`src/rtl/pew_pkg.sv`:
```
// Purpose: Shared constants and types for the parallel EEPROM host controller
// Assumes: 125 MHz mclk_i, one clock domain
// Notes: Pin timing counts derive from printed times and the clock period
package pew_pkg;
  // ==========================================================
  // Geometry
  localparam int ADDR_W = 11;              // Byte address width
  localparam int DATA_W = 8;               // Data width
  localparam int PAGE_LOW_W = 4;           // Low address bits that vary inside a page
  localparam int PAGE_MAX = 16;            // Bytes per page
  localparam int POLL_BIT = 7;             // Completion polling bit
  // ==========================================================
  // Timing
  localparam int CLK_PS = 8000;            // Clock period in ps
  localparam int STROBE_NS = 120;          // Strobe low width, above 100 ns pulse minimum
  localparam int SETUP_NS = 16;            // Address and OE setup around strobes
  localparam int READ_NS = 200;            // Read access allowance
  localparam int WINDOW_US = 20;           // Page byte load window (longest)
  localparam int WINDOW_MARGIN_US = 2;     // Margin kept below the window
  localparam int PWRUP_MS = 5;             // Power-up to first write
  localparam int WRITE_TO_MS = 10;         // Longest write cycle before giving up
  localparam int STROBE_CYC = (STROBE_NS * 1000 + CLK_PS - 1) / CLK_PS;
  localparam int SETUP_CYC = (SETUP_NS * 1000 + CLK_PS - 1) / CLK_PS;
  localparam int READ_CYC = (READ_NS * 1000 + CLK_PS - 1) / CLK_PS;
  localparam int WINDOW_CYC = ((WINDOW_US - WINDOW_MARGIN_US) * 1000000) / CLK_PS;
  // Scaled through whole ns so that no intermediate product leaves 32 bits
  localparam int PWRUP_CYC = (PWRUP_MS * 1000000) / (CLK_PS / 1000);
  localparam int WRITE_TO_CYC = (WRITE_TO_MS * 1000000) / (CLK_PS / 1000);
  localparam int CNT_W = 24;               // Width of the shared timer
  // ==========================================================
  // Types
  typedef enum logic [1:0] {
    PEW_CMD_READ = 2'h0,                   // Single byte read
    PEW_CMD_WRITE = 2'h1,                  // Byte load, page continues if next is a write to the same page, page not full, in the window
    PEW_CMD_POLL = 2'h2                    // Wait for programming completion
  } pew_cmd_t;

  typedef struct packed {
    pew_cmd_t cmd;                         // Operation
    logic [ADDR_W-1:0] addr;               // Byte address
    logic [DATA_W-1:0] data;               // Write data
  } pew_req_t;

  typedef struct packed {
    logic cs_n;                            // Chip select, low active
    logic oe_n;                            // Output enable, low active
    logic we_n;                            // Write enable, low active
    logic [ADDR_W-1:0] addr;               // Byte address pins
    logic [DATA_W-1:0] dout;               // Data pin drive value
    logic dout_oe_n;                       // Data pin drive enable, low drives
  } pew_pins_t;
endpackage : pew_pkg

```
`src/rtl/pew_timer.sv`:
```
// Purpose: Down counter that times the power-up wait and the strobe phases
// Assumes: Same clock and reset as the controller
// Notes: done_o is high while the count is zero
`timescale 1ns/100ps
module pew_timer (
  input wire logic mclk_i,                          // Clock
  input wire logic rst_n_i,                         // Synchronised reset, low active
  input wire logic load_i,                          // Load a new count
  input wire logic [pew_pkg::CNT_W-1:0] count_i,    // Count to load
  output logic done_o                               // Count has expired
);
  logic [pew_pkg::CNT_W-1:0] cnt_ff;                // Remaining cycles
  logic [pew_pkg::CNT_W-1:0] nxt_cnt;               // Next count
  logic zero;                                       // Count is zero

  assign zero = (cnt_ff == '0);
  assign nxt_cnt = load_i ? count_i : (zero ? cnt_ff : cnt_ff - 1'b1);
  assign done_o = zero;

  // ==========================================================
  // Counter register
  always_ff @(posedge mclk_i or negedge rst_n_i) begin
    if (!rst_n_i) begin
      cnt_ff <= '0;
    end else begin
      cnt_ff <= nxt_cnt;
    end
  end
endmodule : pew_timer

```
`src/rtl/pew_host.sv`:
```
// Purpose: Host controller driving a parallel byte EEPROM through its pins
// Assumes: Requests arrive from logic on mclk_i; data pins are sampled through two flops
// Notes: Back-to-back writes in one page are merged into a page write
//
// Notes on behaviour
// - Chip select low for every access
// - Write strobes CS and WE low, OE high
// - Page loads keep upper address bits fixed
// - Following writes extend the page
// - Next WE fall within window
// - Strobes held inactive during reset
// - Chip select as primary device select
// - First write waits after power-up
`timescale 1ns/100ps
module pew_host #(
  parameter int PWRUP_CYC = pew_pkg::PWRUP_CYC      // Start-up wait in cycles
) (
  input wire logic mclk_i,                          // 125 MHz clock
  input wire logic rstn_i,                          // Async reset, low active
  input wire logic req_valid_i,                     // Request present
  input wire pew_pkg::pew_req_t req_i,              // Request
  output logic req_ready_o,                         // Request taken this cycle
  output logic rsp_valid_o,                         // Response pulse
  output logic [pew_pkg::DATA_W-1:0] rsp_data_o,    // Read data
  output logic rsp_timeout_o,                       // Poll gave up
  output logic busy_o,                              // Start-up, access, page or programming pending
  output pew_pkg::pew_pins_t pins_o,                // Memory pins
  input wire logic [pew_pkg::DATA_W-1:0] data_pins_i // Data pins as seen
);
  // ==========================================================
  // States
  typedef enum logic [2:0] {
    ST_PWRUP = 3'h0, ST_IDLE = 3'h1, ST_SETUP = 3'h3, ST_STROBE = 3'h2,
    ST_HOLD = 3'h6, ST_PAGE = 3'h7, ST_READ = 3'h5, ST_PROG = 3'h4
  } pew_state_t;

  pew_state_t state_ff, nxt_state;                  // Sequencer state
  logic [1:0] rst_sync_ff;                          // Reset release synchroniser
  logic rst_n;                                      // Synchronised reset
  logic [pew_pkg::DATA_W-1:0] din_s1_ff, din_s2_ff; // Data pin synchroniser
  pew_pkg::pew_req_t cur_ff;                        // Request in progress
  pew_pkg::pew_pins_t pins_ff, nxt_pins;            // Pin registers
  logic [pew_pkg::ADDR_W-1:0] last_addr_ff;         // Last address written
  logic [pew_pkg::DATA_W-1:0] last_data_ff;         // Last data written
  logic [4:0] loads_ff;                             // Bytes loaded in current page
  logic page_open_ff;                               // A page is being loaded
  logic [pew_pkg::CNT_W-1:0] window_ff;             // Cycles since last WE fall
  logic [pew_pkg::CNT_W-1:0] tmo_ff;                // Poll time spent
  logic take, t_load, t_done;                       // Handshake and timer control
  logic [pew_pkg::CNT_W-1:0] t_count;               // Timer load value
  logic same_page, page_full, window_ok, is_write;  // Page decisions
  logic poll_done, poll_tmo;                        // Poll results
  logic rsp_v_ff, rsp_t_ff;                         // Response flags
  logic busy_ff;                                    // Registered busy level
  logic [pew_pkg::DATA_W-1:0] rsp_d_ff;             // Response data

  // ==========================================================
  // Reset release through two flops
  always_ff @(posedge mclk_i or negedge rstn_i) begin
    if (!rstn_i) begin
      rst_sync_ff <= 2'h0;
    end else begin
      rst_sync_ff <= {rst_sync_ff[0], 1'b1};
    end
  end
  assign rst_n = rst_sync_ff[1];

  // ==========================================================
  // Data pins come from outside, two flops before use
  always_ff @(posedge mclk_i or negedge rst_n) begin
    if (!rst_n) begin
      din_s1_ff <= 8'h00;
      din_s2_ff <= 8'h00;
    end else begin
      din_s1_ff <= data_pins_i;
      din_s2_ff <= din_s1_ff;
    end
  end

  // ==========================================================
  // Decisions
  assign is_write = (req_i.cmd == pew_pkg::PEW_CMD_WRITE);
  assign same_page = (req_i.addr[pew_pkg::ADDR_W-1:pew_pkg::PAGE_LOW_W] ==
                      last_addr_ff[pew_pkg::ADDR_W-1:pew_pkg::PAGE_LOW_W]);
  assign page_full = (loads_ff == 5'(pew_pkg::PAGE_MAX));
  assign window_ok = (window_ff < 24'(pew_pkg::WINDOW_CYC));
  // A page request outside the rules is held until programming is over
  assign take = req_valid_i && (
      (state_ff == ST_IDLE) ||
      (state_ff == ST_PAGE && is_write && same_page && !page_full && window_ok));
  assign poll_done = (din_s2_ff[pew_pkg::POLL_BIT] == last_data_ff[pew_pkg::POLL_BIT]);
  assign poll_tmo = (tmo_ff >= 24'(pew_pkg::WRITE_TO_CYC));

  // ==========================================================
  // Sequencer and pin values
  always_comb begin
    nxt_state = state_ff;
    nxt_pins = pins_ff;
    t_load = 1'b0;
    t_count = '0;
    unique case (state_ff)
      ST_PWRUP: begin
        // The reset marker in loads_ff flags the first cycle, which starts the wait
        if (loads_ff == 5'h1F) begin
          t_load = 1'b1;
          t_count = 24'(PWRUP_CYC);
        end else if (t_done) begin
          nxt_state = ST_IDLE;
        end
      end
      ST_IDLE, ST_PAGE: begin
        if (take) begin
          nxt_pins.addr = req_i.addr;
          nxt_pins.dout = req_i.data;
          nxt_pins.dout_oe_n = !is_write;
          nxt_pins.cs_n = 1'b0;
          t_load = 1'b1;
          t_count = 24'(pew_pkg::SETUP_CYC);
          nxt_state = ST_SETUP;
        end else if (state_ff == ST_PAGE && !req_valid_i && !window_ok) begin
          nxt_state = ST_PROG;
        end else if (state_ff == ST_PAGE && req_valid_i) begin
          nxt_state = ST_PROG;
        end else if (state_ff == ST_IDLE) begin
          nxt_pins.cs_n = 1'b1;
        end
      end
      ST_SETUP: begin
        if (t_done) begin
          if (cur_ff.cmd == pew_pkg::PEW_CMD_WRITE) begin
            nxt_pins.we_n = 1'b0;
            t_count = 24'(pew_pkg::STROBE_CYC);
            nxt_state = ST_STROBE;
          end else begin
            nxt_pins.oe_n = 1'b0;
            t_count = 24'(pew_pkg::READ_CYC);
            nxt_state = ST_READ;
          end
          t_load = 1'b1;
        end
      end
      ST_STROBE: begin
        if (t_done) begin
          nxt_pins.we_n = 1'b1;
          t_load = 1'b1;
          t_count = 24'(pew_pkg::SETUP_CYC);
          nxt_state = ST_HOLD;
        end
      end
      ST_HOLD: begin
        if (t_done) begin
          nxt_pins.dout_oe_n = 1'b1;
          nxt_state = ST_PAGE;
        end
      end
      ST_READ: begin
        if (t_done) begin
          nxt_pins.oe_n = 1'b1;
          nxt_pins.cs_n = 1'b1;
          nxt_state = (cur_ff.cmd == pew_pkg::PEW_CMD_POLL) ? ST_PROG : ST_IDLE;
        end
      end
      ST_PROG: begin
        // Poll the last byte; settle time lets the synchroniser catch up
        if (cur_ff.cmd == pew_pkg::PEW_CMD_POLL && poll_done && pins_ff.cs_n) begin
          nxt_state = ST_IDLE;
        end else if (poll_tmo) begin
          // Give up and deselect, so idle never leaves the device selected
          nxt_pins.cs_n = 1'b1;
          nxt_state = ST_IDLE;
        end else if (t_done) begin
          nxt_pins.addr = last_addr_ff;
          nxt_pins.cs_n = 1'b0;
          t_load = 1'b1;
          t_count = 24'(pew_pkg::SETUP_CYC);
          nxt_state = ST_SETUP;
        end
      end
      default: begin
        nxt_state = ST_IDLE;
      end
    endcase
  end

  // ==========================================================
  // Shared timer
  pew_timer u_timer (
    .mclk_i(mclk_i),
    .rst_n_i(rst_n),
    .load_i(t_load),
    .count_i(t_count),
    .done_o(t_done)
  );

  // ==========================================================
  // State, pins and page bookkeeping
  always_ff @(posedge mclk_i or negedge rst_n) begin
    if (!rst_n) begin
      state_ff <= ST_PWRUP;
      pins_ff <= '{cs_n: 1'b1, oe_n: 1'b1, we_n: 1'b1, addr: '0, dout: '0, dout_oe_n: 1'b1};
      cur_ff <= '0;
      last_addr_ff <= '0;
      last_data_ff <= '0;
      loads_ff <= 5'h1F;
      page_open_ff <= 1'b0;
    end else begin
      state_ff <= nxt_state;
      pins_ff <= nxt_pins;
      if (take) begin
        cur_ff <= req_i;
      end else if (state_ff == ST_PAGE && nxt_state == ST_PROG) begin
        cur_ff.cmd <= pew_pkg::PEW_CMD_POLL;
      end
      if (take && is_write) begin
        last_addr_ff <= req_i.addr;
        last_data_ff <= req_i.data;
        loads_ff <= page_open_ff ? loads_ff + 5'h01 : 5'h01;
        page_open_ff <= 1'b1;
      end else if (nxt_state == ST_PROG) begin
        page_open_ff <= 1'b0;
      end else if (state_ff == ST_PWRUP) begin
        loads_ff <= 5'h00;
      end
    end
  end

  // ==========================================================
  // Window and poll timers
  always_ff @(posedge mclk_i or negedge rst_n) begin
    if (!rst_n) begin
      window_ff <= '0;
      tmo_ff <= '0;
    end else begin
      window_ff <= (pins_ff.we_n && !nxt_pins.we_n) ? '0 : window_ff + 24'h1;
      tmo_ff <= (state_ff == ST_PROG || cur_ff.cmd == pew_pkg::PEW_CMD_POLL) ?
                tmo_ff + 24'h1 : '0;
    end
  end

  // ==========================================================
  // Responses
  always_ff @(posedge mclk_i or negedge rst_n) begin
    if (!rst_n) begin
      rsp_v_ff <= 1'b0;
      rsp_t_ff <= 1'b0;
      rsp_d_ff <= 8'h00;
      busy_ff <= 1'b1;
    end else begin
      busy_ff <= (nxt_state != ST_IDLE);
      rsp_v_ff <= (state_ff == ST_READ && t_done && cur_ff.cmd == pew_pkg::PEW_CMD_READ) ||
                  (state_ff == ST_PROG && nxt_state == ST_IDLE);
      rsp_t_ff <= (state_ff == ST_PROG && nxt_state == ST_IDLE && poll_tmo);
      if (state_ff == ST_READ && t_done) begin
        rsp_d_ff <= din_s2_ff;
      end
    end
  end

  assign req_ready_o = take;
  assign rsp_valid_o = rsp_v_ff;
  assign rsp_data_o = rsp_d_ff;
  assign rsp_timeout_o = rsp_t_ff;
  assign busy_o = busy_ff;
  assign pins_o = pins_ff;
endmodule : pew_host

```
`config.mk`:
```
export PLATFORM = sky130hd
export DESIGN_NAME = pew_host
export DESIGN_NICKNAME = d
export VERILOG_FILES = /design/src/rtl/pew_pkg.sv /design/src/rtl/pew_timer.sv /design/src/rtl/pew_host.sv
export SDC_FILE = /design/constraint.sdc
export NUM_CORES = 1
export LEC_CHECK = 0
export ABC_AREA = 0
export BUFFER_PORTS_ARGS = -buffer_cell sky130_fd_sc_hd__buf_2
export CAP_MARGIN = 20
export CORE_ASPECT_RATIO = 0.6
export CORE_UTILIZATION = 52
export DETAILED_ROUTE_END_ITERATION = 8
export PLACE_DENSITY = 0.71
export SETUP_SLACK_MARGIN = 0.15
export SYNTH_ARGS = -nofsm -noshare
export SYNTH_HDL_FRONTEND = slang
export SYNTH_SLANG_ARGS = --single-unit
export TNS_END_PERCENT = 20
```
`constraint.sdc`:
```
create_clock -name mclk_i -period 10.8 [get_ports mclk_i]
set_input_delay 2.16 -clock mclk_i [delete_from_list [all_inputs] [get_ports mclk_i]]
set_output_delay 2.16 -clock mclk_i [all_outputs]
set_load 0.02 [all_outputs]
```
==> results of run 1 <==
## logic make-up after synthesis
| kind of cell | count (synthesis) | synth area share |
|---|---|---|
| compound gates | 81 | 0.0836 |
| buf+inv | 39 | 0.0267 |
| mux | 40 | 0.0707 |
| xor+xnor | 71 | 0.0901 |
| flops | 147 | 0.535 |
| other cells | 1 | 0.000544 |
| simple gates | 240 | 0.179 |
| fa+ha+maj | 8 | 0.0145 |
## cell usage after synthesis, types with 2 or more instances
cell type and instances:
a211o_1 2, inv_1 18, nor4b_1 2, ha_1 8
a31oi_1 2, and2_1 3, o21ai_0 19, and3_1 10
mux2_2 29, buf_2 11, o31ai_1 8, nor4_1 12
xor2_1 37, a22o_1 12, o21ai_1 4, nor3_1 18
a21oi_1 10, o22ai_1 4, and4_1 2, o211ai_1 2
nand4_1 12, nand2_1 31, nor2_1 84, nand3b_1 2
nand2b_1 5, mux2_4 10, nor2b_1 7, xnor2_1 34
nand3_1 29, clkbuf_1 8, a21o_1 3, or2_2 2
nand4b_1 2, or3_1 7, nor4_2 3, dfstp_2 10
a311o_1 2, dfrtp_1 137
## power by group
part           total (mW)  internal, mW  switching (mW)
Clock               0.598         0.359           0.239
Sequential          0.814         0.686           0.127
Combinational       0.622         0.269           0.353
## per-stage QoR
step / hold WS [ns] / power [mW] / area (um2)
finish: 0.235 / 2.03 / 7970
global placement: 0.238 / 1.41 / 7370
detailed placement: 0.248 / 1.44 / 7370
global route: 0.281 / 2.15 / 7970
CTS: 0.255 / 2.04 / 7970
floorplan: 0.331 / 1.28 / 6900
## worst reg2reg max path, stage by stage (launching register included)
cell      delay [ns]
dfstp_2         0.58
inv_1           0.05
ha_1            0.18
nor4bb_1        0.16
or4_1           0.55
nor4_2          0.33
a21o_1          0.20
buf_4           0.35
and2_1          0.79
mux2_2          0.43
## layout make-up
cell class              count  area [um2]  share of cell area
multi-input cells         441        3030               0.380
clock buffers              21         460              0.0578
inverters                  18        67.6             0.00847
clock inverters            11         140              0.0176
well taps                 170         213              0.0267
flip-flops and latches    147        3690               0.463
repair buffers             71         368              0.0461
## flip-flops by register name (all words and copies together), names as in the netlist
name and count:
rst_sync_ff 2, din_s1_ff 8, last_data_ff 1, rsp_data_o 8
cur_ff 2, tmo_ff 24, rsp_timeout_o 1, u_timer.cnt_ff 24
busy_o 1, state_ff 3, window_ff 24, din_s2_ff 8
last_addr_ff 11, rsp_valid_o 1, loads_ff 5, pins_o 23
page_open_ff 1
## worst paths after layout
kind | start | end | slack (ns)
setup / recovery | req_i[18] | req_ready_o | 5.01
hold / removal | rst_sync_ff[1] | rsp_data_o[1] | 0.24
setup reg to reg | loads_ff[0] | last_addr_ff[0] | 7.08
hold reg to reg | rst_sync_ff[1] | rsp_data_o[1] | 0.24
max in group asynchronous | rstn_i | rst_sync_ff[1] | 9.18
min in group mclk_i | din_s1_ff[4] | din_s2_ff[4] | 0.35
## routing by layer
metal | wire length [um] | up-vias | GRT usage
met3 | 537 | 20 | 0.0487
met5 | 0 | - | 0
li1 | - | 2338 | -
met1 | 7130 | 2473 | 0.340
met4 | 180 | 0 | 0.0675
met2 | 6360 | 114 | 0.332
==> impl_metrics.ini, run 1 <==
[power]
cellPowerDensity_nw_per_um2 = 255
ir_drop_v = 0.0000971
p_leak_nw = 3.63

[worst_setup_path]
timing.critical_path.mode_cell = buf_2
cp.depth = 6
critPathKind = in -> out
cpPeakStageDelay_ns = 0.52
crit_family = simple AND/OR/NAND/NOR gates
cpMaxStageDelayCell = or4_1
rr_worst_depth = 9
end_kind = output pin
crit_buf_inv = 2
path_cells = buf_2 -> xor2_1 -> or4_1 -> nor4_2 -> a21o_1 -> buf_2
required_ns = 8.64
path_max_fanout = 5
arrival_ns = 3.63
critPathLaunchType = input pin

[final_layout]
final_common_cell = dfrtp_1
drive_gt1_frac = 0.237
fillCellCount = 1032
final_cell_mix = dfrtp_1, nor2_1, buf_2, xor2_1, xnor2_1
syn2layout_area_growth_pct = 15.6
nNetsFinal = 736
antenna_cells = 0
finish.utilization = 0.618
final_cells = 879

[yosys]
yosys.area.top_type_share = 0.497
synth-seq-area-share = 0.535
synth_largest_area_cell = dfrtp_1
syn-num-nets = 667
async_reset_ff_frac = 1.00
synth_seq_cells = 147
yosys_most_used_dff = dfrtp_1
syn_avg_cell_area_um2 = 11.0
synth_cell_types = 64
yosysWarnings = 0
yosys-top-cells-area = dfrtp_1, mux2_2, xor2_1
netlist_instances = 627
synthesis.area_um2 = 6900
synth_edf_count = 0

[floorplanning]
die_w_um = 151
pin_count = 67
fp.dieArea_um2 = 13700
fp.coreArea_um2 = 12900
row_count = 32
start_util = 0.535
chipHeight_um = 91.2

[timing]
tns_ns = 0
fin_crit_sh = 0.536
tightest_slew_ns = 0.907
fin_skew_ns = 0.00980
fin_ws_ns = 5.01
rsz0062_at_grt = false
finalSetupViolCount = 0
max_freq_mhz = 173
slew_violations = 0
hold_viol_final = 0
post-route-min-period_ns = 5.79
relSlewSlack = 0.395

[global_route]
grt_util_all_layers = 0.228
grt_pass1_vias = 5019
grt_pass1_wl_um = 24500
overflow = 0
antenna_found_initial = 0
grt_max_degree = 66

[drt]
antenna_left = 0
vias = 4945
avgRoutedWirePerCell_um = 16.2
wirelength_um = 14200
drt_pass1_iterations = 5
drc_errors = 0
routed_via_density = 5.63
initialDrtViolationCount = 271

[clocking]
cts_buffers = 17
cts.sinks = 147
postCtsHoldBufs = 0
cts_tree = built
cts.path.max_buffers = 2
cts_max_level = 4
post_cts_resized = 0
clk_pin_slew_ns = 0.06
cts_root_buffer = clkbuf_16
clkLatencyLatePin_ns = 0.42
cts_setup_buffers = 0

[worst_hold_path]
hp-class = reg -> async

[placement]
hpwl_um = 9730
pre_cts_ws_ns = 5.01
portBuffers = 66
gp_congestion = 0.837
dp_cells = 847

[run_status]
status = complete, no violations

[flow_run]
drv_cap = 0
Power figures use the tool's default switching activity.
==> run 2: changes to the inputs <==
--- a/config.mk
+++ b/config.mk
@@ -5,13 +5,13 @@
 export SDC_FILE = /design/constraint.sdc
 export NUM_CORES = 1
 export LEC_CHECK = 0
-export ABC_AREA = 0
+export ABC_AREA = 1
 export BUFFER_PORTS_ARGS = -buffer_cell sky130_fd_sc_hd__buf_2
 export CAP_MARGIN = 20
 export CORE_ASPECT_RATIO = 0.6
 export CORE_UTILIZATION = 52
 export DETAILED_ROUTE_END_ITERATION = 8
-export PLACE_DENSITY = 0.71
+export PLACE_DENSITY = 0.74
 export SETUP_SLACK_MARGIN = 0.15
 export SYNTH_ARGS = -nofsm -noshare
 export SYNTH_HDL_FRONTEND = slang
==> constraint.sdc (replaced) <==
create_clock -name mclk_i -period 5.1 [get_ports mclk_i]
set_input_delay 1.02 -clock mclk_i [delete_from_list [all_inputs] [get_ports mclk_i]]
set_output_delay 1.02 -clock mclk_i [all_outputs]
set_load 0.02 [all_outputs]
==> run 2 against run 1 <==
Effect of this change: sequential cell count is the same; wire length grew 19%; sequential share of layout area shrank 4.2 points; synthesized cell count grew 54%; register-to-register slack lost 5.1 ns; total power grew 110%; clock power grew 110%; global-route usage grew 1.1 points; critical path depth grew 6.
==> impl_metrics.ini, run 2 <==
[run_status]
status = complete, no violations

[yosys]
netlist_instances = 967
yosys-top-cells-area = dfrtp_1, nand2_1, nor2_1
syn_avg_cell_area_um2 = 7.94
synthesis.area_um2 = 7670
synth_edf_count = 0
yosysWarnings = 0
yosysMostFrequentCell = nand2_1
yosys_most_used_dff = dfrtp_1
synth-seq-area-share = 0.481
synthTopCellsByCount = nand2_1, dfrtp_1, nor2_1
async_reset_ff_frac = 1.00
yosys.area.top_type_share = 0.447
synth_cell_types = 48
synth_seq_cells = 147
syn-num-nets = 1007
synth_largest_area_cell = dfrtp_1

[drt]
avgRoutedWirePerCell_um = 13.6
routed_via_density = 5.16
drc_errors = 0
wirelength_um = 16900
vias = 6420
antenna_left = 0
initialDrtViolationCount = 606
drt_pass1_iterations = 6

[placement]
dpl_cell_area_um2 = 8160
hpwl_um = 12000
gp_congestion = 0.966
portBuffers = 66

[global_route]
grt_util_all_layers = 0.239
grt_max_degree = 65
grt_pass1_vias = 5863
overflow = 0
antenna_found_initial = 0
grt_pass1_wl_um = 28700

[worst_setup_path]
required_ns = 4.08
end_kind = output pin
critPathKind = reg -> out
arrival_ns = 2.77
rr_worst_depth = 15
path_max_fanout = 20
critPathLaunchType = flip-flop

[clocking]
cts_root_buffer = clkbuf_16
clkLatencyLatePin_ns = 0.42
postCtsHoldBufs = 0
clk_pin_slew_ns = 0.06
cts_buffers = 17
cts.sinks = 147
cts_setup_buffers = 0
post_cts_resized = 0
cts_tree = built
cts_max_level = 4
cts.path.max_buffers = 2

[timing]
tns_ns = 0
tightest_slew_ns = 0.834
fin_skew_ns = 0.0119
max_freq_mhz = 264
fin_crit_sh = 0.742
hold_viol_final = 0
relSlewSlack = 0.444
rsz0062_at_grt = false
finalSetupViolCount = 0
slew_violations = 0
post-route-min-period_ns = 3.79

[floorplanning]
fp.coreArea_um2 = 14000
start_util = 0.547
fp.dieArea_um2 = 15300
pin_count = 67
row_count = 33
chipHeight_um = 96.1
die_w_um = 159

[power]
cellPowerDensity_nw_per_um2 = 498
p_leak_nw = 4.51
ir_drop_v = 0.000221

[final_layout]
final_cell_area_um2 = 8770
final_cell_mix = nand2_1, dfrtp_1, nor2_1, inv_1, buf_2
syn2layout_area_growth_pct = 14.2
final_common_cell = nand2_1
nNetsFinal = 1079
drive_gt1_frac = 0.163
antenna_cells = 0
biggestRegsByFlops = tmo_ff (24), u_timer.cnt_ff (24), window_ff (24)

[flow_run]
drv_cap = 0

[worst_hold_path]
hold_depth = 0
hp-class = reg -> reg
==> run 2: cell types whose count changed in the layout (fill, tap and decap cells not counted), moves of 12 or more <==
cell	change
inv_1	+111
mux2_2	-22
nand3_1	+25
xor2_1	-16
xnor2_1	-18
nor2_1	+51
nand2_1	+216
a22o_1	-12
a21oi_1	+40
==> run 2: worst max-delay path: stages, from the launching register on <==
cell and delay [ns]:
dfstp_2 0.56, inv_1 0.06, ha_1 0.21, nand2_1 0.07, inv_1 0.04, a21oi_1 0.14
nand3_1 0.10, nor2_1 0.11, nand2_1 0.06, nand2_1 0.08, nand2_2 0.28, inv_2 0.40
buf_2 0.24
==> run 2: kinds of logic (layout without fill, tap and decap cells) <==
kind of cell / after synthesis / count (layout) / share of synthesized area
AOI/OAI and AO/OA: 91 / 91 / 0.0642
xor gates and xnor gates: 37 / 37 / 0.0422
adders and majority gates: 8 / 8 / 0.0130
buffers and inverters: 152 / 237 / 0.0820
DFF: 147 / 147 / 0.481
muxes: 7 / 7 / 0.0103
other: 1 / 1 / 0.000489
and+or+nand+nor: 524 / 524 / 0.307
==> run 2: metal layers <==
metal | vias up | wire (um) | global-route usage
li1 | 3194 | - | -
met1 | 3001 | 8760 | 0.361
met2 | 213 | 7020 | 0.343
met3 | 12 | 1050 | 0.0474
met4 | 0 | 119 | 0.0736
met5 | - | 0 | 0
==> run 2: area by class of cell <==
cell class	instances	area (um2)
well taps	192	240
clock buffers	18	439
flip-flops and latches	147	3690
multi-input cells	668	3350
fillers	1199	5270
clock inverters	14	171
repair buffers	69	353
inverters	136	513
==> run 2: path summary, 6_finish.rpt <==
check | startpoint | endpoint | slack [ns]
hold reg to reg | din_s1_ff[2] | din_s2_ff[2] | 0.35
setup reg to reg | loads_ff[0] | loads_ff[2] | 2.01
min in group asynchronous | rstn_i | rst_sync_ff[1] | 0.38
max in group asynchronous | rst_sync_ff[1] | u_timer.cnt_ff[23] | 3.48
hold / removal | din_s1_ff[2] | din_s2_ff[2] | 0.35
setup / recovery | loads_ff[0] | req_ready_o | 1.31
==> run 2: power by group <==
part           internal, mW  switching (mW)
combinational         0.479           0.970
clock                 0.750           0.530
sequential             1.43           0.208
==> run 2: per-stage QoR <==
stage	power [mW]	hold WS, ns	utilization	worst slack (ns)	std cells
floorplan	2.73	0.331	-	0.718	967
global route	4.66	0.359	0.624	1.16	1244
finish	4.37	0.350	0.624	1.31	1244
global placement	3.05	0.333	0.581	1.36	1212
detailed placement	3.08	0.338	0.581	1.35	1212
CTS	4.37	0.352	0.624	1.32	1244
